## src/as_params.svh

```systemverilog
// Register map, field positions, reset values and timing counts of the serial core
`ifndef AS_PARAMS_SVH
`define AS_PARAMS_SVH
`define AS_OFF_CTRL  8'h00
`define AS_OFF_BAUD  8'h04
`define AS_OFF_STAT  8'h08
`define AS_OFF_FCLR  8'h0c
`define AS_OFF_TXD   8'h10
`define AS_OFF_RXD   8'h14
`define AS_OFF_REQ   8'h18
`define AS_C_UE      0
`define AS_C_TE      1
`define AS_C_RE      2
`define AS_C_WL      3
`define AS_C_PEN     4
`define AS_C_PODD    5
`define AS_C_OS8     6
`define AS_C_STOP2   7
`define AS_C_DMA     8
`define AS_C_TXEIE   9
`define AS_C_TCIE    10
`define AS_C_RXIE    11
`define AS_C_IDIE    12
`define AS_C_ERIE    13
`define AS_CTRL_W    14
`define AS_S_TBE     0
`define AS_S_TC      1
`define AS_S_RXNE    2
`define AS_S_IDLE    3
`define AS_S_ORE     4
`define AS_S_NF      5
`define AS_S_FE      6
`define AS_S_PE      7
`define AS_CTRL_RST  14'h0000
`define AS_BAUD_RST  16'h0010
`define AS_ACC_STEP  17'h00010
`define AS_OS_16     5'h10
`define AS_OS_8      5'h08
`define AS_PAY_9     4'h9
`define AS_PAY_8     4'h8
`define AS_FRM_ONES  12'hfff
`endif

```

## src/as_pkg.sv

```systemverilog
// Types shared by the serial core
package as_pkg;
  typedef logic [7:0] as_addr_t;
  typedef enum logic [0:0] {TX_WAIT, TX_SHIFT} as_tx_st_t;
  typedef enum logic [0:0] {RX_IDLE, RX_FRAME} as_rx_st_t;
endpackage : as_pkg

```

## src/as_core.sv

```systemverilog
// Asynchronous serial transmitter and receiver with APB registers
// Overview of operation
// Data write clears empty flag; interrupt if enabled.
// Busy transmitter holds new byte in buffer.
// Idle transmitter loads shifter, empty flag returns.
// Frame end with empty buffer sets complete.
// Transmit least significant bit first.
// Break request sends zero frame, then self-clears.
// Break frame followed by configured stop bits.
// Request cleared before start sends no break.
// Transmit enable sends one idle frame first.
// Receive LSB first; full flag with interrupt.
// Single buffer: read or write-zero clears full.
// Multi buffer: DMA data read clears full.
// Received all-zero break reports framing error.
// Idle line detection raises enabled interrupt.
// Select eight or sixteen samples per bit.
// Overrun keeps old data, drops new one.
// Overrun interrupts on receive or error enable.
// Status read then data read clears overrun.
// Noise flag set with full flag; data kept.
// Bad stop sets framing error; multi-buffer interrupt.
// Software avoids eight samples in special modes.
// Divider twelve integer, four fraction bits.
// Length and parity bits define data width.
// Even or odd parity replaces top bit.
// Three centre samples, majority, noise on disagreement.
// Software waits for completion before disabling.
//
// Register access over APB and the register addresses were left to the implementer.
`timescale 1ns/1ps
`include "as_params.svh"
module as_core (
  input  wire logic             pclk,
  input  wire logic             presetn,
  input  wire logic             psel,
  input  wire logic             penable,
  input  wire logic             pwrite,
  input  wire as_pkg::as_addr_t paddr,
  input  wire logic [31:0]      pwdata,
  output logic      [31:0]      prdata,
  output logic                  pready,
  output logic                  pslverr,
  input  wire logic             rx_pin,
  output logic                  tx_pin,
  output logic                  irq
);
  import as_pkg::*;

  function automatic logic hit(input as_addr_t a, input as_addr_t o);
    return a == o;
  endfunction : hit

  function automatic logic [8:0] pay_f(input logic [8:0] d, input logic wl,
                                       input logic pe, input logic odd);
    logic [8:0] p;
    p = wl ? d : {1'b1, d[7:0]};
    if (pe && wl)
      p[8] = (^d[7:0]) ^ odd;
    else if (pe)
      p[7] = (^d[6:0]) ^ odd;
    return p;
  endfunction : pay_f

  logic [`AS_CTRL_W-1:0] ctrl_reg;
  logic [15:0]           baud_divider_reg;
  logic [8:0]            tx_data_reg;
  logic [8:0]            rx_data_reg;
  logic [31:0]           prdata_reg;
  logic                  pready_reg;
  logic                  pslverr_reg;
  logic                  irq_reg;
  logic                  tx_buffer_empty_flag;
  logic                  tx_complete_flag;
  logic                  rx_not_empty_flag;
  logic                  idle_flag;
  logic                  overrun_flag;
  logic                  noise_flag;
  logic                  framing_error_flag;
  logic                  parity_error_flag;
  logic                  break_send_request;
  logic                  ore_armed_reg;
  logic                  idle_pend_reg;
  logic                  te_d_reg;
  logic [16:0]           acc_reg;
  logic                  tick_reg;
  as_tx_st_t             tx_st_reg;
  logic [11:0]           tx_sh_reg;
  logic [3:0]            tx_bit_reg;
  logic [4:0]            tx_os_reg;
  logic                  brk_act_reg;
  logic                  rx_s1_reg;
  logic                  rx_s2_reg;
  logic                  rx_s3_reg;
  as_rx_st_t             rx_st_reg;
  logic [4:0]            rx_os_reg;
  logic [3:0]            rx_bit_reg;
  logic [2:0]            smp_reg;
  logic [10:0]           rx_sh_reg;
  logic                  rx_nf_reg;
  logic [7:0]            idle_cnt_reg;
  logic                  idle_arm_reg;
  logic [31:0]           rd_mux;

  wire block_enable       = ctrl_reg[`AS_C_UE];
  wire transmitter_enable = ctrl_reg[`AS_C_TE];
  wire receiver_enable    = ctrl_reg[`AS_C_RE];
  wire word_length_sel    = ctrl_reg[`AS_C_WL];
  wire parity_enable      = ctrl_reg[`AS_C_PEN];
  wire parity_odd_sel     = ctrl_reg[`AS_C_PODD];
  wire oversample_sel     = ctrl_reg[`AS_C_OS8];
  wire stop_bits_sel      = ctrl_reg[`AS_C_STOP2];
  wire dma_multi_buf      = ctrl_reg[`AS_C_DMA];
  wire tx_empty_irq_en    = ctrl_reg[`AS_C_TXEIE];
  wire tx_done_irq_en     = ctrl_reg[`AS_C_TCIE];
  wire rx_full_irq_en     = ctrl_reg[`AS_C_RXIE];
  wire line_idle_irq_en   = ctrl_reg[`AS_C_IDIE];
  wire error_irq_en       = ctrl_reg[`AS_C_ERIE];

  // Bus decode
  wire setup   = psel && !penable && !pready_reg;
  wire acc_ph  = psel && penable && pready_reg;
  wire wr      = acc_ph && pwrite;
  wire rd      = acc_ph && !pwrite;
  wire wr_ctrl = wr && hit(paddr, `AS_OFF_CTRL);
  wire wr_baud = wr && hit(paddr, `AS_OFF_BAUD);
  wire wr_stat = wr && hit(paddr, `AS_OFF_STAT);
  wire wr_fclr = wr && hit(paddr, `AS_OFF_FCLR);
  wire wr_txd  = wr && hit(paddr, `AS_OFF_TXD);
  wire wr_req  = wr && hit(paddr, `AS_OFF_REQ);
  wire rd_stat = rd && hit(paddr, `AS_OFF_STAT);
  wire rd_rxd  = rd && hit(paddr, `AS_OFF_RXD);
  wire mapped  = hit(paddr, `AS_OFF_CTRL) || hit(paddr, `AS_OFF_BAUD) ||
                 hit(paddr, `AS_OFF_STAT) || hit(paddr, `AS_OFF_FCLR) ||
                 hit(paddr, `AS_OFF_TXD) || hit(paddr, `AS_OFF_RXD) ||
                 hit(paddr, `AS_OFF_REQ);

  // Frame geometry
  wire [4:0] osr   = oversample_sel ? `AS_OS_8 : `AS_OS_16;
  wire [4:0] half  = {1'b0, osr[4:1]};
  wire [3:0] pay_n = word_length_sel ? `AS_PAY_9 : `AS_PAY_8;
  wire [3:0] frm_n = pay_n + (stop_bits_sel ? 4'h3 : 4'h2);
  wire [7:0] idle_ticks = {4'h0, frm_n} * {3'h0, osr};

  always_comb
  begin
    case (paddr)
      `AS_OFF_CTRL: rd_mux = {18'h0, ctrl_reg};
      `AS_OFF_BAUD: rd_mux = {16'h0, baud_divider_reg};
      `AS_OFF_STAT: rd_mux = {24'h0, parity_error_flag, framing_error_flag, noise_flag,
                              overrun_flag, idle_flag, rx_not_empty_flag,
                              tx_complete_flag, tx_buffer_empty_flag};
      `AS_OFF_TXD:  rd_mux = {23'h0, tx_data_reg};
      `AS_OFF_RXD:  rd_mux = {23'h0, rx_data_reg};
      `AS_OFF_REQ:  rd_mux = {31'h0, break_send_request};
      default:      rd_mux = 32'h0;
    endcase
  end

  always_ff @(posedge pclk or negedge presetn)
    if (!presetn)
    begin
      pready_reg  <= 1'b0;
      prdata_reg  <= 32'h0;
      pslverr_reg <= 1'b0;
    end
    else
    begin
      pready_reg <= setup;
      if (setup)
      begin
        prdata_reg  <= pwrite ? 32'h0 : rd_mux;
        pslverr_reg <= !mapped;
      end
    end

  always_ff @(posedge pclk or negedge presetn)
    if (!presetn)
    begin
      ctrl_reg         <= `AS_CTRL_RST;
      baud_divider_reg <= `AS_BAUD_RST;
    end
    else
    begin
      if (wr_ctrl)
        ctrl_reg <= pwdata[`AS_CTRL_W-1:0];
      if (wr_baud)
        baud_divider_reg <= pwdata[15:0];
    end

  // Fractional divider: one oversampling tick per divisor/16 clocks
  wire [16:0] acc_sum = acc_reg + `AS_ACC_STEP;
  always_ff @(posedge pclk or negedge presetn)
    if (!presetn)
    begin
      acc_reg  <= 17'h0;
      tick_reg <= 1'b0;
    end
    else if (!block_enable)
    begin
      acc_reg  <= 17'h0;
      tick_reg <= 1'b0;
    end
    else if (acc_sum >= {1'b0, baud_divider_reg})
    begin
      acc_reg  <= acc_sum - {1'b0, baud_divider_reg};
      tick_reg <= 1'b1;
    end
    else
    begin
      acc_reg  <= acc_sum;
      tick_reg <= 1'b0;
    end

  // Transmitter
  wire tx_go   = block_enable && transmitter_enable && !wr_txd;
  wire tx_load = tx_st_reg == TX_WAIT && tx_go &&
                 (idle_pend_reg || break_send_request || !tx_buffer_empty_flag);
  wire tx_dload = tx_load && !idle_pend_reg && !break_send_request;
  wire tx_bend = tx_st_reg == TX_SHIFT && tick_reg && tx_os_reg == osr - 5'h1;
  wire tx_done = tx_bend && tx_bit_reg == 4'h1;
  wire [11:0] brk_frm = word_length_sel ? {2'b11, 10'h0} : {3'b111, 9'h0};

  always_ff @(posedge pclk or negedge presetn)
    if (!presetn)
    begin
      tx_st_reg   <= TX_WAIT;
      tx_sh_reg   <= `AS_FRM_ONES;
      tx_bit_reg  <= 4'h0;
      tx_os_reg   <= 5'h0;
      brk_act_reg <= 1'b0;
    end
    else
      case (tx_st_reg)
        TX_WAIT:
          if (tx_load)
          begin
            tx_st_reg   <= TX_SHIFT;
            tx_os_reg   <= 5'h0;
            tx_bit_reg  <= frm_n;
            brk_act_reg <= !idle_pend_reg && break_send_request;
            if (idle_pend_reg)
              tx_sh_reg <= `AS_FRM_ONES;
            else if (break_send_request)
              tx_sh_reg <= brk_frm;
            else
              tx_sh_reg <= {2'b11, pay_f(tx_data_reg, word_length_sel, parity_enable,
                                         parity_odd_sel), 1'b0};
          end
        TX_SHIFT:
          if (tick_reg)
          begin
            tx_os_reg <= tx_bend ? 5'h0 : tx_os_reg + 5'h1;
            if (tx_bend)
            begin
              tx_sh_reg  <= {1'b1, tx_sh_reg[11:1]};
              tx_bit_reg <= tx_bit_reg - 4'h1;
            end
            if (tx_done)
              tx_st_reg <= TX_WAIT;
          end
        default: tx_st_reg <= TX_WAIT;
      endcase

  always_ff @(posedge pclk or negedge presetn)
    if (!presetn)
    begin
      tx_data_reg          <= 9'h0;
      tx_buffer_empty_flag <= 1'b1;
      tx_complete_flag     <= 1'b0;
      break_send_request   <= 1'b0;
      idle_pend_reg        <= 1'b0;
      te_d_reg             <= 1'b0;
    end
    else
    begin
      te_d_reg <= transmitter_enable;
      if (wr_txd)
        tx_data_reg <= pwdata[8:0];
      if (tx_dload)
        tx_buffer_empty_flag <= 1'b1;
      else if (wr_txd)
        tx_buffer_empty_flag <= 1'b0;
      if (tx_done && tx_buffer_empty_flag && !break_send_request)
        tx_complete_flag <= 1'b1;
      else if (wr_txd || (wr_fclr && pwdata[`AS_S_TC]))
        tx_complete_flag <= 1'b0;
      if (wr_req && pwdata[0])
        break_send_request <= 1'b1;
      else if ((tx_done && brk_act_reg) || wr_req)
        break_send_request <= 1'b0;
      if (transmitter_enable && !te_d_reg)
        idle_pend_reg <= 1'b1;
      else if ((tx_load && idle_pend_reg) || !transmitter_enable)
        idle_pend_reg <= 1'b0;
    end

  // Receiver
  always_ff @(posedge pclk or negedge presetn)
    if (!presetn)
    begin
      rx_s1_reg <= 1'b1;
      rx_s2_reg <= 1'b1;
      rx_s3_reg <= 1'b1;
    end
    else
    begin
      rx_s1_reg <= rx_pin;
      rx_s2_reg <= rx_s1_reg;
      rx_s3_reg <= rx_s2_reg;
    end

  wire maj    = (smp_reg[0] & smp_reg[1]) | (smp_reg[0] & smp_reg[2]) |
                (smp_reg[1] & smp_reg[2]);
  wire noisy  = (|smp_reg) && !(&smp_reg);
  wire rx_bend = rx_st_reg == RX_FRAME && tick_reg && rx_os_reg == osr - 5'h1;
  wire rx_fin = rx_bend && rx_bit_reg == pay_n + 4'h1;
  wire [8:0] rx_dat = word_length_sel ? rx_sh_reg[9:1] : {1'b0, rx_sh_reg[8:1]};
  wire rx_perr = parity_enable && ((^rx_dat) ^ parity_odd_sel);
  wire rx_store = rx_fin && !rx_not_empty_flag;

  always_ff @(posedge pclk or negedge presetn)
    if (!presetn)
    begin
      rx_st_reg  <= RX_IDLE;
      rx_os_reg  <= 5'h0;
      rx_bit_reg <= 4'h0;
      smp_reg    <= 3'h7;
      rx_sh_reg  <= 11'h0;
      rx_nf_reg  <= 1'b0;
    end
    else
      case (rx_st_reg)
        RX_IDLE:
          if (block_enable && receiver_enable && rx_s3_reg && !rx_s2_reg)
          begin
            rx_st_reg  <= RX_FRAME;
            rx_os_reg  <= 5'h0;
            rx_bit_reg <= 4'h0;
            rx_nf_reg  <= 1'b0;
          end
        RX_FRAME:
          if (tick_reg)
          begin
            rx_os_reg <= rx_bend ? 5'h0 : rx_os_reg + 5'h1;
            if (rx_os_reg == half - 5'h1)
              smp_reg[0] <= rx_s2_reg;
            if (rx_os_reg == half)
              smp_reg[1] <= rx_s2_reg;
            if (rx_os_reg == half + 5'h1)
              smp_reg[2] <= rx_s2_reg;
            if (rx_bend)
            begin
              rx_sh_reg[rx_bit_reg] <= maj;
              rx_bit_reg <= rx_bit_reg + 4'h1;
              rx_nf_reg  <= rx_nf_reg | noisy;
              if ((rx_bit_reg == 4'h0 && maj) || rx_fin)
                rx_st_reg <= RX_IDLE;
            end
          end
        default: rx_st_reg <= RX_IDLE;
      endcase

  // Idle line: one frame time of high after a character
  always_ff @(posedge pclk or negedge presetn)
    if (!presetn)
    begin
      idle_cnt_reg <= 8'h0;
      idle_arm_reg <= 1'b0;
    end
    else
    begin
      if (rx_st_reg != RX_IDLE || !rx_s2_reg || !idle_arm_reg)
        idle_cnt_reg <= 8'h0;
      else if (tick_reg)
        idle_cnt_reg <= idle_cnt_reg + 8'h1;
      if (rx_fin)
        idle_arm_reg <= 1'b1;
      else if (idle_cnt_reg == idle_ticks)
        idle_arm_reg <= 1'b0;
    end

  always_ff @(posedge pclk or negedge presetn)
    if (!presetn)
    begin
      rx_data_reg        <= 9'h0;
      rx_not_empty_flag  <= 1'b0;
      overrun_flag       <= 1'b0;
      ore_armed_reg      <= 1'b0;
      noise_flag         <= 1'b0;
      framing_error_flag <= 1'b0;
      parity_error_flag  <= 1'b0;
      idle_flag          <= 1'b0;
    end
    else
    begin
      if (rx_store)
        rx_data_reg <= rx_dat;
      if (rx_store)
        rx_not_empty_flag <= 1'b1;
      else if (rd_rxd || (wr_stat && !pwdata[`AS_S_RXNE] && !dma_multi_buf))
        rx_not_empty_flag <= 1'b0;
      if (rx_fin && rx_not_empty_flag)
        overrun_flag <= 1'b1;
      else if (ore_armed_reg && rd_rxd)
        overrun_flag <= 1'b0;
      if (rd_stat)
        ore_armed_reg <= 1'b1;
      else if (rd_rxd)
        ore_armed_reg <= 1'b0;
      if (rx_store && (rx_nf_reg || noisy))
        noise_flag <= 1'b1;
      else if (wr_fclr && pwdata[`AS_S_NF])
        noise_flag <= 1'b0;
      if (rx_store && !maj)
        framing_error_flag <= 1'b1;
      else if (wr_fclr && pwdata[`AS_S_FE])
        framing_error_flag <= 1'b0;
      if (rx_store && rx_perr)
        parity_error_flag <= 1'b1;
      else if (wr_fclr && pwdata[`AS_S_PE])
        parity_error_flag <= 1'b0;
      if (idle_arm_reg && idle_cnt_reg == idle_ticks)
        idle_flag <= 1'b1;
      else if (wr_fclr && pwdata[`AS_S_IDLE])
        idle_flag <= 1'b0;
    end

  always_ff @(posedge pclk or negedge presetn)
    if (!presetn)
      irq_reg <= 1'b0;
    else
      irq_reg <= (tx_buffer_empty_flag && tx_empty_irq_en) ||
                 (tx_complete_flag && tx_done_irq_en) ||
                 (rx_not_empty_flag && rx_full_irq_en) ||
                 (overrun_flag && (rx_full_irq_en || error_irq_en)) ||
                 (idle_flag && line_idle_irq_en) ||
                 (dma_multi_buf && error_irq_en &&
                  (noise_flag || framing_error_flag || parity_error_flag));

  assign prdata  = prdata_reg;
  assign pready  = pready_reg;
  assign pslverr = pslverr_reg;
  assign tx_pin  = tx_sh_reg[0];
  assign irq     = irq_reg;
endmodule : as_core

```

## config.mk

```make
export PLATFORM = sky130hd
export DESIGN_NAME = as_core
export DESIGN_NICKNAME = d
export VERILOG_FILES = /design/src/as_pkg.sv /design/src/as_core.sv
export VERILOG_INCLUDE_DIRS = /design/src
export SDC_FILE = /design/constraint.sdc
export NUM_CORES = 1
export LEC_CHECK = 0
export ABC_AREA = 1
export BUFFER_PORTS_ARGS = -buffer_cell sky130_fd_sc_hd__buf_4
export CAP_MARGIN = 0
export CORE_MARGIN = 3
export CORE_UTILIZATION = 54
export DETAILED_ROUTE_END_ITERATION = 8
export PLACE_DENSITY = 0.85
export SLEW_MARGIN = 10
export SYNTH_ARGS = -nofsm -noshare
export SYNTH_HDL_FRONTEND = slang
export SYNTH_SLANG_ARGS = --single-unit
```

## constraint.sdc

```tcl
create_clock -name pclk -period 2.4 [get_ports pclk]
set_input_delay 0.24 -clock pclk [delete_from_list [all_inputs] [get_ports pclk]]
set_output_delay 0.24 -clock pclk [all_outputs]
set_load 0.02 [all_outputs]
```

======== After elaboration in Yosys (flattened, before gate mapping) ========
Cells that the tools add are included.
cells by class
  add/subtract/negate cells ............... 12
  $mul .................................... 1
  order comparisons ....................... 3
  equality and inequality tests ........... 20
  multiplexer cells ....................... 79
  bitwise logic cells ..................... 11
  reductions and logical operators ........ 132
operators with widths
  kind                   number
  $pmux 16 s6            1
  $logic_and 1x1->1      62
  $mux 1                 42
  $mux 12                3
  $mux 5                 7
  $mux 17                2
  $mux 32                1
  $mux 10                3
  $reduce_bool 2->1      13
  $eq 8x5->1 const B     3
  $logic_or 1x1->1       24
  $mux 4                 6
  $pmux 12 s2            1
  $reduce_and 3->1       7
  $eq 5x5->1             4
  $pmux 5 s2             2
  $mux 9                 2
  $add 17x5->17 const B  1
  $ge 17x16->1           1
  $logic_not 1->1        17
  $sub 17x16->17         1
  $eq 8x4->1 const B     2
  $mux 8                 2
  $pmux 4 s2             2
  32 further kinds       49
storage, ports and cells
  register bits after elaboration ......... 173
  logic and storage cells ................. 298

======== Longest topological paths before layout ========
Gate-level depths: netlist of run 1.
  word-level depth ........................ 12
  mapped depth ............................ 20
  depth with buffers taken out ............ 20

======== Worst setup path after synthesis of run 1 ========
No wires, ideal clock.
  path kind ............................... flip-flop to flip-flop
  start ................................... register acc_reg[4]
  end ..................................... register acc_reg[11]
  library setup time ...................... 124 ps
  arrival ................................. 2400 ps
  path slack .............................. -124 ps
  cell stages (with the launch flop) ...... 18
  buffers on the path ..................... 0
  clock period less this slack ............ 2524 ps
  cell sequence ........................... dfrtp_1 -> ha_1 -> nand3_2 -> nor3_1 -> nand3_1 -> xor2_1 -> inv_1 -> ha_1 -> nand2_1 -> inv_1 -> nand2_1 -> nor2_1 -> nor2_1 -> nand2_1 -> nor2_1 -> nand3_1 -> nand2_1 -> nor2_1
on the way
  word-level cells in the longest chain between the ends .. 4
ends and longest elaborated chain
  what                                            line                            RTL
  start: declaration                              as_core.sv:85                   logic [16:0] acc_reg;
  start signal: assignment                        as_core.sv:206                  acc_reg <= acc_sum - {1'b0, baud_divider_reg};
  start signal: assignment                        as_core.sv:211                  acc_reg <= acc_sum;
  $add 17x5->17 (no line) *                       n/a
  $sub 17x16->17 or $ge 17x16->1 (tied branches)  as_core.sv:206, as_core.sv:204
  $mux 17 *                                       as_core.sv:204                  else if (acc_sum >= {1'b0, baud_divider_reg})
  $mux 17 *                                       as_core.sv:199                  else if (!block_enable)
Mark *: on every way between the ends. The rest lies on a longest branch, timed or not.
A chain may end at the register's enable or synchronous reset.

======== Worst setup path after layout of run 1 ========
  start ................................... register acc_reg[5]
  end ..................................... register acc_reg[11]
The elaborated chain is that of the path after synthesis.

==> results of run 1 <==
## critical path, delay by kind of cell, from the launching register on
family                   cells  cell delay, ns
AND/OR/NAND/NOR             10            1.21
adder cells (fa/ha/maj)      2            0.50
flip-flops                   1            0.41
buffers and inverters        3            0.34
XOR/XNOR                     1            0.23
## power by group through the flow
stage | clock [µW] | combinational, µW | sequential (µW)
3_5_place_dp | 0 | 214 | 2650
6_report | 2560 | 222 | 2600
4_1_cts | 2580 | 219 | 2600
5_1_grt | 2700 | 244 | 2600
2_1_floorplan | 0 | 97.8 | 2650
3_3_place_gp | 0 | 211 | 2640
## what timing repair did
action	in CTS	in global routing
gates resized for setup	35	21
gates cloned	2	0
pin swaps	19	23
buffers inserted	12	2
hold endpoints to repair	53	0
hold buffers	2	0
setup endpoints to repair	18	18
## cells by family (layout without fill, tap and decap cells)
group                      Yosys count  count (layout)  synth area share, %
DFF                                153             153                 43.5
buffers and inverters              207             316                 10.0
and+or+nand+nor                    545             546                 26.3
xor gates and xnor gates            33              33                 3.26
adders and majority gates           32              32                 4.61
AOI/OAI and AO/OA                  188             188                 12.3
other                                1              16               0.0423
## per-stage QoR
stage	setup slack (ns)	instance area, µm²	instances	hold slack, ns	utilization (%)
after floorplan	0.000152	8920	1174	-0.0556	-
after global placement	-0.183	9710	1451	0.282	60.9
after detailed placement	-0.313	9710	1451	0.285	60.9
after CTS	-0.235	10600	1498	0.0478	66.3
after global routing	-0.552	10700	1500	0.0649	67.1
final	-0.419	10700	1500	0.0624	67.1
## synthesized netlist by cell type (2+ instances only)
master    number  area share [%]
o22ai_1       13            0.92
and3_1         3            0.21
o221ai_1       6            0.59
nand3_2        4            0.45
nor2_1        71             3.0
nor2_4         2            0.25
dfstp_2       18             5.3
inv_2          6            0.25
buf_2          8            0.45
buf_4         20             1.7
nor2_2         6            0.42
o21bai_1       2            0.17
xor2_1        20             2.0
o211ai_1       8            0.68
o31ai_1        2            0.17
nor3_1         8            0.45
inv_1        161             6.8
a22o_1         8            0.79
nand4_1        6            0.42
nand3b_1       5            0.42
o21ai_0       93             5.3
nor3_2         2            0.23
nand3_1       71             4.0
a21oi_1       30             1.7
clkbuf_1       7            0.30
buf_6          3            0.38
a32o_1         2            0.23
o21ai_1       13            0.73
dfrtp_1      135              38
nand2_1      346              15
xnor2_1       13             1.3
nand2_4        2            0.25
ha_1          31             4.4
nor4_1         2            0.14
a31oi_1        2            0.14
or2_2          2            0.14
nand2_2       11            0.78
## final timing paths
check | from | to | slack [ns] | cells after the start
max in group asynchronous | presetn | tx_buffer_empty_flag | 1.26 | 3
worst min-delay path | pwdata[15] | baud_divider_reg[15] | 0.06 | 3
worst max-delay path | acc_reg[5] | acc_reg[11] | -0.42 | 16
worst max register to register | acc_reg[5] | acc_reg[11] | -0.42 | 16
worst min register to register | rx_s1_reg | rx_s2_reg | 0.36 | 0
min in group asynchronous | presetn | rx_os_reg[4] | 0.37 | 2
## per-layer routing
layer	vias up	part of all wire, %
met3	91	9.8
met4	0	4.1
met2	481	47
met1	3928	39
li1	3910	-
met5	-	0
## final cells by class
| type | instances | area share [%] |
|---|---|---|
| clock inverter | 15 | 1.33 |
| clock buffer | 17 | 3.98 |
| inverter | 168 | 5.91 |
| tap | 216 | 2.53 |
| sequential | 153 | 36.0 |
| multi-input combinational | 815 | 41.7 |
| timing repair buffer | 116 | 8.46 |
==> results.yml, run 1 <==
cells_and_area:
  n_fill_cell: 1213
  drive_above_1_share_pct: 19.2
  diodes: 0
  layout_commonest_cell: "nand2_1"
  largest_register_ffs: 17
  nets: 1349
  area_growth_pct: 20.7
  multi_input_area_um2: 4460
  layout.area.seq_um2: 3850
  final_cell_mix: "337 x nand2_1, 157 x inv_1, 134 x dfrtp_1"
logic_synthesis:
  ys_warn_count: 0
  postSynthAreaPerCell_um2: 7.64
  ys_types: 54
  seq_area_frac_synth_pct: 43.5
  synth_edf_count: 0
  synth_cells: 1159
  ys_ff_latch: 153
  async_reset_ff_share_pct: 100
  synthFlopType: "dfrtp_1"
  synth_area_um2: 8860
setup_path:
  crit_slowest_cell: "dfrtp_2"
  endpoint_kind: "flip-flop"
  arrival_ns: 3.12
  critPathMaxFanout: 7
  critPathKind: "reg2reg"
  crit_chain: "ha_4, nand3_4, nor3_4, nand3_2, xor2_2, inv_2, ha_4, nand2_4, buf_6, nor3_4, nand2_4, nand4_4, buf_6, nand2_1, nand2_1, nor2_1"
  cp-start-kind: "flip-flop"
  required_ns: 2.70
  max_stage_delay_ns: 0.41
global_routing:
  grt_pass1_vias: 7786
  grt.busiest_layer: "met2"
  grt_first_pass_wirelength_um: 39200
  overflow: 0
  grt_usage_pct: 27.5
  use_met3_pct: 5.36
  use_met2_pct: 43.8
  grt_start_max_net_pins: 70
  met1_usage_pct: 37.3
  antenna_found_initial: 0
sta:
  min_period_over_period_pct: 117
  fmax_ghz: 0.355
  final_max_slew_viol_count: 0
  fin_crit_ns: 2.82
  finalClockSkew_ns: 0.00860
  tightest_slew_ns: 0.863
  tns_ns: -5.72
  relSlewSlack_pct: 42.0
  hold_viol: 0
  fin_ws_ns: -0.419
  rsz0062_at_grt: "yes"
  setup_violations: 18
drt:
  antenna_left: 0
  routed_wl_um: 24900
  drc: 0
  vias: 8410
  drt_iter0_drc: 1177
  via_per_inst: 5.61
  post_drt_wl_per_cell_um: 16.6
  firstDrtPassIters: 6
run_status:
  status: "finished, violations left"
  failed_checks: "setup timing"
clock_tree:
  cts_tree: "built"
  clk_path_buf_depth: 2
  numCtsBuffers: 17
  insertion_delay_ns: 0.43
  cts.clk_slew.worst_paths_ns: 0.07
  clock_sinks: 153
  clockRootBuffer: "clkbuf_16"
  h-tree-depth: 4
power:
  switching_power_uw: 1350
  leakagePower_uw: 0.00538
  pwr-share-comb_pct: 4.1
  ir_worst_vdd_mv: 0.542
  swShare_pct: 25.1
  seq_power_share_pct: 48.3
  power_uw: 5380
  p_int_uw: 4030
  pwr-share-clk_pct: 47.6
  power.density_nw_per_um2: 503
placement:
  gp_congestion: 0.954
  port_buffers: 49
  dp_hpwl_um: 16900
die:
  die_width_um: 134
  io_pins: 82
  die_height_um: 134
  coreArea_um2: 15900
  start_util_pct: 55.5
  die_area_um2: 18000
  row_count: 46
min_path:
  hp-class: "in2reg"
run:
  max_cap_violations: 0
(Power assumes the default switching activity.)
==> inputs of run 2 (changes only) <==
PLACE_DENSITY = unset   (was 0.85)
PLACE_DENSITY_LB_ADDON = 0.05   (was unset)
==> run 2 against run 1 <==
The flow still finishes with violations (setup timing). Hold slack better by 0.0036 ns. Routed wire length fell by 7.0%. Register-to-register slack improved by 0.22 ns. Clock-buffer cell count grew 1. Via count shrank 6.4%. Critical endpoint is now acc_reg[14].
==> results.yml, run 2 (synthesis gave the netlist of run 1 again) <==
sta:
  relSlewSlack_pct: 49.9
  min_period_over_period_pct: 108
  tns_ns: -2.58
  fmax_ghz: 0.384
  fin_ws_ns: -0.203
  hold_viol: 0
  final_max_slew_viol_count: 0
  finalClockSkew_ns: 0.00853
  rsz0062_at_grt: "yes"
  fin_crit_ns: 2.60
  setup_violations: 17
  tightest_slew_ns: 0.746
drt:
  firstDrtPassIters: 5
  vias: 7868
  post_drt_wl_per_cell_um: 15.4
  antenna_left: 0
  routed_wl_um: 23200
  drt_iter0_drc: 610
  via_per_inst: 5.24
  drc: 0
placement:
  dp_slack_ns: -0.262
  dp_hpwl_um: 16500
  port_buffers: 49
  gp_congestion: 0.860
clock_tree:
  clockRootBuffer: "clkbuf_16"
  numCtsBuffers: 17
  insertion_delay_ns: 0.43
  cts.clk_slew.worst_paths_ns: 0.07
  cts_tree: "built"
  clock_sinks: 153
  h-tree-depth: 4
  clk_path_buf_depth: 2
setup_path:
  cp-start-kind: "flip-flop"
  critPathKind: "reg2reg"
  crit_chain: "inv_2, nor2_4, buf_6, nand4_1, xor2_2, inv_1, ha_4, buf_4, a21oi_1, nand2_1, a21oi_1, nand3b_1, nand2_1, inv_1, nor2_1, nor2_1"
  reg2reg_from: "acc_reg[4]"
  arrival_ns: 2.92
  max_stage_delay_ns: 0.41
  critPathMaxFanout: 3
  endpoint_kind: "flip-flop"
  required_ns: 2.72
  cp-startpoint: "acc_reg[4]"
  crit_slowest_cell: "dfrtp_1"
cells_and_area:
  diodes: 0
  utilization_pct: 68.1
  drive_above_1_share_pct: 20.5
  n_fill_cell: 1320
  nets: 1350
  layout_commonest_cell: "nand2_1"
  largest_register_ffs: 17
  area_growth_pct: 22.6
  final_cell_mix: "329 x nand2_1, 153 x inv_1, 135 x dfrtp_1"
min_path:
  hold_start: "pwdata[14]"
  hp-class: "in2reg"
die:
  start_util_pct: 55.5
  coreArea_um2: 15900
  die_width_um: 134
  die_area_um2: 18000
  io_pins: 82
  die_height_um: 134
  row_count: 46
run:
  max_cap_violations: 0
power:
  leakagePower_uw: 0.00545
  switching_power_uw: 1270
  power.density_nw_per_um2: 514
  pwr-share-clk_pct: 49.5
  ir_worst_vdd_mv: 0.503
  swShare_pct: 22.8
  pwr-share-comb_pct: 3.9
  p_int_uw: 4300
  seq_power_share_pct: 46.6
run_status:
  status: "finished, violations left"
  failed_checks: "setup timing"
global_routing:
  grt_first_pass_wirelength_um: 36700
  grt_start_max_net_pins: 65
  grt_usage_pct: 25.7
  antenna_found_initial: 0
  overflow: 0
  grt_pass1_vias: 7284
[run 2: cell types whose count changed in the layout (fill, tap and decap cells not counted), moves of 5 or more]
cell     delta
nand2_2     +7
nand2_1     -8
nand3_1     -6
inv_8       -5
[run 2: what timing repair did]
item | 4_1_cts | 5_1_grt
buffers inserted | 7 | 5
hold buffers | 2 | 0
endpoints found under the setup margin | 18 | 18
endpoints found under the hold margin | 25 | 0
pin swaps | 27 | 38
cloned | 1 | 0
gates resized for setup | 33 | 51
[run 2: final cells by class]
class | instances | area, µm² | share of cell area (%)
tap | 216 | 270 | 2.49
multi-input combinational | 815 | 4560 | 42.0
sequential | 153 | 3850 | 35.5
clock inverter | 14 | 171 | 1.58
timing repair buffer | 117 | 942 | 8.68
clock buffer | 18 | 429 | 3.95
inverter | 168 | 634 | 5.84
[run 2: worst paths after layout]
check,slack [ns],cells after the start,endpoint
max in group asynchronous,1.42,3,tx_buffer_empty_flag
worst max-delay path,-0.20,16,acc_reg[14]
min in group asynchronous,0.29,2,tx_os_reg[2]
worst min-delay path,0.07,3,baud_divider_reg[14]
worst max register to register,-0.20,16,acc_reg[14]
worst min register to register,0.36,0,rx_s2_reg
[run 2: layer usage]
layer	up-vias	GRT usage, %	wire, µm
met2	209	39.9	10700
met3	40	4.16	1050
met5	-	0	0
li1	3918	-	-
met4	0	8.09	552
met1	3701	37.3	10800
[run 2: worst max-delay path: cells and delay by family, from the launching register on]
family	cells	cell delay, ns
AND/OR/NAND/NOR	7	0.74
buffers and inverters	5	0.49
AO/OA/AOI/OAI	2	0.41
flip-flops	1	0.41
adder cells (fa/ha/maj)	1	0.24
XOR/XNOR	1	0.21
[run 2: power groups by stage]
stage / clock, µW / combinational (µW) / sequential, µW
final: 2760 / 216 / 2600
after global routing: 2900 / 240 / 2600
after CTS: 2780 / 216 / 2600
after detailed placement: 0 / 211 / 2650
after global placement: 0 / 210 / 2650
after floorplan: 0 / 97.8 / 2650
[run 2: metrics by stage]
| stage | instance area [µm²] | cells | hold slack, ns | total power (µW) |
|---|---|---|---|---|
| finish | 10900 | 1501 | 0.0660 | 5580 |
| global route | 10900 | 1501 | 0.0736 | 5740 |
| CTS | 10600 | 1496 | 0.0608 | 5600 |
| detailed placement | 9740 | 1454 | 0.167 | 2860 |
| global placement | 9740 | 1454 | 0.165 | 2860 |
| floorplan | 8920 | 1174 | -0.0556 | 2750 |
==> inputs of run 3 (changes only) <==
ABC_AREA = unset   (was 1)
MAX_ROUTING_LAYER = met4   (was unset)
==> run 3 against run 2 <==
The run still ends with setup timing left. Via count down 7.2%. Hold slack got worse by 0.016 ns. Critical path type unchanged. Total power up 2.2%. Fmax is 15% lower. Clock power grew 3%. Synthesized cell count is 25% lower. Global-route usage rose by 2.3 points. Cell area down 0.30%. Non-clock buffer count rose by 62. Flip-flop and latch count unchanged. Clock skew is 0.0015 ns higher. Sequential power barely moved.
==> results.yml, run 3 <==
logic_synthesis:
  async_reset_ff_share_pct: 100
  postSynthAreaPerCell_um2: 9.94
  yosys.area_share.adder_pct: 4.83
  synth_top_family_by_area: "compound AO/OA/AOI/OAI gates"
  ys_warn_count: 0
  synthTopCellsByArea: "dfrtp_1 39%, mux2_2 7.8%, dfstp_2 5.5%, ha_1 4.5%, xnor2_1 3.3%"
  synth_cells: 870
  synth.cells.most_frequent: "135 x dfrtp_1, 69 x nand2_1, 60 x mux2_2"
  synth_compound_gate_area_share_pct: 16.7
  ys_types: 81
  synthXorXnorAreaFrac_pct: 5.35
  synth_top_area_cell: "dfrtp_1"
  ys_ff_latch: 153
  seq_area_frac_synth_pct: 44.5
  synthFlopType: "dfrtp_1"
  synth.top_cell.area_share_pct: 39.1
  synth_area_um2: 8650
  synth_simple_gate_area_share_pct: 14.7
  synth_edf_count: 0
  synth_mux_area_share_pct: 8.33
  synth_most_common_cell: "dfrtp_1"
die:
  coreArea_um2: 15400
  die_height_um: 133
  die_area_um2: 17600
  start_util_pct: 56.1
  io_pins: 82
  die_width_um: 133
  row_count: 45
setup_path:
  cp-start-kind: "flip-flop"
  r2r_end: "acc_reg[13]"
  critPathKind: "reg2reg"
  reg2regPathDepth: 14
  max_stage_delay_ns: 0.36
  critPathMaxFanout: 5
  required_ns: 2.69
  crit_slowest_cell: "dfrtp_1"
  reg2reg_from: "acc_reg[4]"
  r2r_slack_ns: -0.67
  arrival_ns: 3.36
  crit_chain: "buf_4, and4_4, nand4_1, xnor2_2, ha_1, o21a_1, a21oi_4, o21ai_2, buf_6, a2111oi_4, buf_4, buf_6, a2111o_1, nand4_1"
  cp-startpoint: "acc_reg[4]"
  endpoint_kind: "flip-flop"
cells_and_area:
  n_fill_cell: 1172
  largest_register_ffs: 17
  layout_commonest_cell: "buf_4"
  layout.area.seq_um2: 3850
  final_cell_mix: "168 x buf_4, 135 x dfrtp_1, 68 x nand2_1"
  diodes: 0
  drive_above_1_share_pct: 31.1
  nets: 1109
  area_growth_pct: 25.2
  multi_input_area_um2: 4500
drt:
  firstDrtPassIters: 5
  vias: 7305
  routed_wl_um: 23700
  drc: 0
  drt_iter0_drc: 617
  post_drt_wl_per_cell_um: 18.9
  via_per_inst: 5.82
  antenna_left: 0
power:
  pwr-share-clk_pct: 49.9
  leakagePower_uw: 0.00507
  seq_power_share_pct: 45.7
  p_int_uw: 4440
  swShare_pct: 22.2
  switching_power_uw: 1270
  pwr-share-comb_pct: 4.4
  power.density_nw_per_um2: 527
  ir_worst_vdd_mv: 0.515
clock_tree:
  h-tree-depth: 4
  insertion_delay_ns: 0.43
  cts_tree: "built"
  clock_sinks: 153
  clockRootBuffer: "clkbuf_16"
  numCtsBuffers: 17
  clk_path_buf_depth: 2
  cts.clk_slew.worst_paths_ns: 0.06
sta:
  fmax_ghz: 0.326
  hold_viol: 0
  min_period_over_period_pct: 128
  setup_violations: 18
  fin_crit_ns: 3.07
  fin_ws_ns: -0.672
  finalClockSkew_ns: 0.0100
  rsz0062_at_grt: "yes"
  tns_ns: -10.82
  tightest_slew_ns: 0.688
  relSlewSlack_pct: 53.5
  final_max_slew_viol_count: 0
min_path:
  hold_depth: 2
  hold_end: "baud_divider_reg[15]"
  hp-class: "in2reg"
  hold_start: "pwdata[15]"
run_status:
  failed_checks: "setup timing"
  status: "finished, violations left"
global_routing:
  grt_start_max_net_pins: 64
  grt_first_pass_wirelength_um: 38300
  antenna_found_initial: 0
  overflow: 0
  grt_pass1_vias: 7358
  grt_usage_pct: 28.0
run:
  max_cap_violations: 0
placement:
  gp_congestion: 0.932
  dp_slack_ns: -0.634
  port_buffers: 49
  dp_hpwl_um: 17500
## run 3: power by group through the flow
stage                     combinational, µW  clock [µW]  sequential [µW]
after floorplan                         107           0             2650
after global placement                  240           0             2650
after detailed placement                246           0             2650
after CTS                               253        2880             2610
after global routing                    279        2990             2610
final                                   253        2840             2610
## run 3: final cells by class
cell class / instances / share of cell area [%]
well taps: 211 / 2.44
clock inverters: 14 / 1.84
repair buffers: 179 / 12.9
inverters: 49 / 1.70
multi-input cells: 631 / 41.6
flip-flops and latches: 153 / 35.6
clock buffers: 18 / 3.96
## run 3: worst max-delay path: cells and delay by family, from the launching register on
family | cells | cell delay, ns
and+or+nand+nor | 3 | 0.50
adders and majority gates | 1 | 0.31
buffers and inverters | 4 | 0.59
DFF | 1 | 0.36
xor gates and xnor gates | 1 | 0.27
AOI/OAI and AO/OA | 5 | 0.88
## run 3: worst max-delay path by stage
| stage | end | slack, ns | cells past startpoint |
|---|---|---|---|
| 2_1_floorplan | acc_reg[7] | -0.51 | 13 |
| 3_3_place_gp | acc_reg[13] | -0.55 | 13 |
| 3_5_place_dp | acc_reg[13] | -0.63 | 13 |
| 4_1_cts | acc_reg[0] | -0.55 | 10 |
| 5_1_grt | acc_reg[14] | -0.78 | 11 |
| 6_report | acc_reg[13] | -0.67 | 14 |
## run 3: cell families after synthesis
logic type,Yosys count
adder cells (fa/ha/maj),33
AO/OA/AOI/OAI,209
AND/OR/NAND/NOR,257
multiplexers,64
XOR/XNOR,52
other,1
flip-flops,153
buffers and inverters,101
## run 3: stage by stage
step / hold slack, ns / utilization [%] / cells / power (µW) / instance area, µm²
6_report: 0.0501 / 70.2 / 1255 / 5700 / 10800
5_1_grt: 0.0401 / 70.2 / 1255 / 5870 / 10800
4_1_cts: 0.0431 / 70.0 / 1255 / 5740 / 10800
3_5_place_dp: 0.275 / 64.5 / 1208 / 2900 / 9950
3_3_place_gp: 0.263 / 64.5 / 1208 / 2890 / 9950
2_1_floorplan: -0.0556 / - / 885 / 2760 / 8720
## run 3: timing repair
action / 4_1_cts / 5_1_grt
endpoints found under the setup margin: 18 / 18
setup buffers: 12 / 0
endpoints found under the hold margin: 47 / 0
hold buffers: 2 / 0
gates cloned: 2 / 0
pin swaps: 16 / 7
gates resized for setup: 26 / 7
## run 3: layer usage
metal	vias up	global-route usage (%)	routed length, µm
met2	257	43.4	11000
met4	0	10.1	673
li1	3433	-	-
met5	-	-	0
met3	54	4.75	1330
met1	3561	37.6	10700
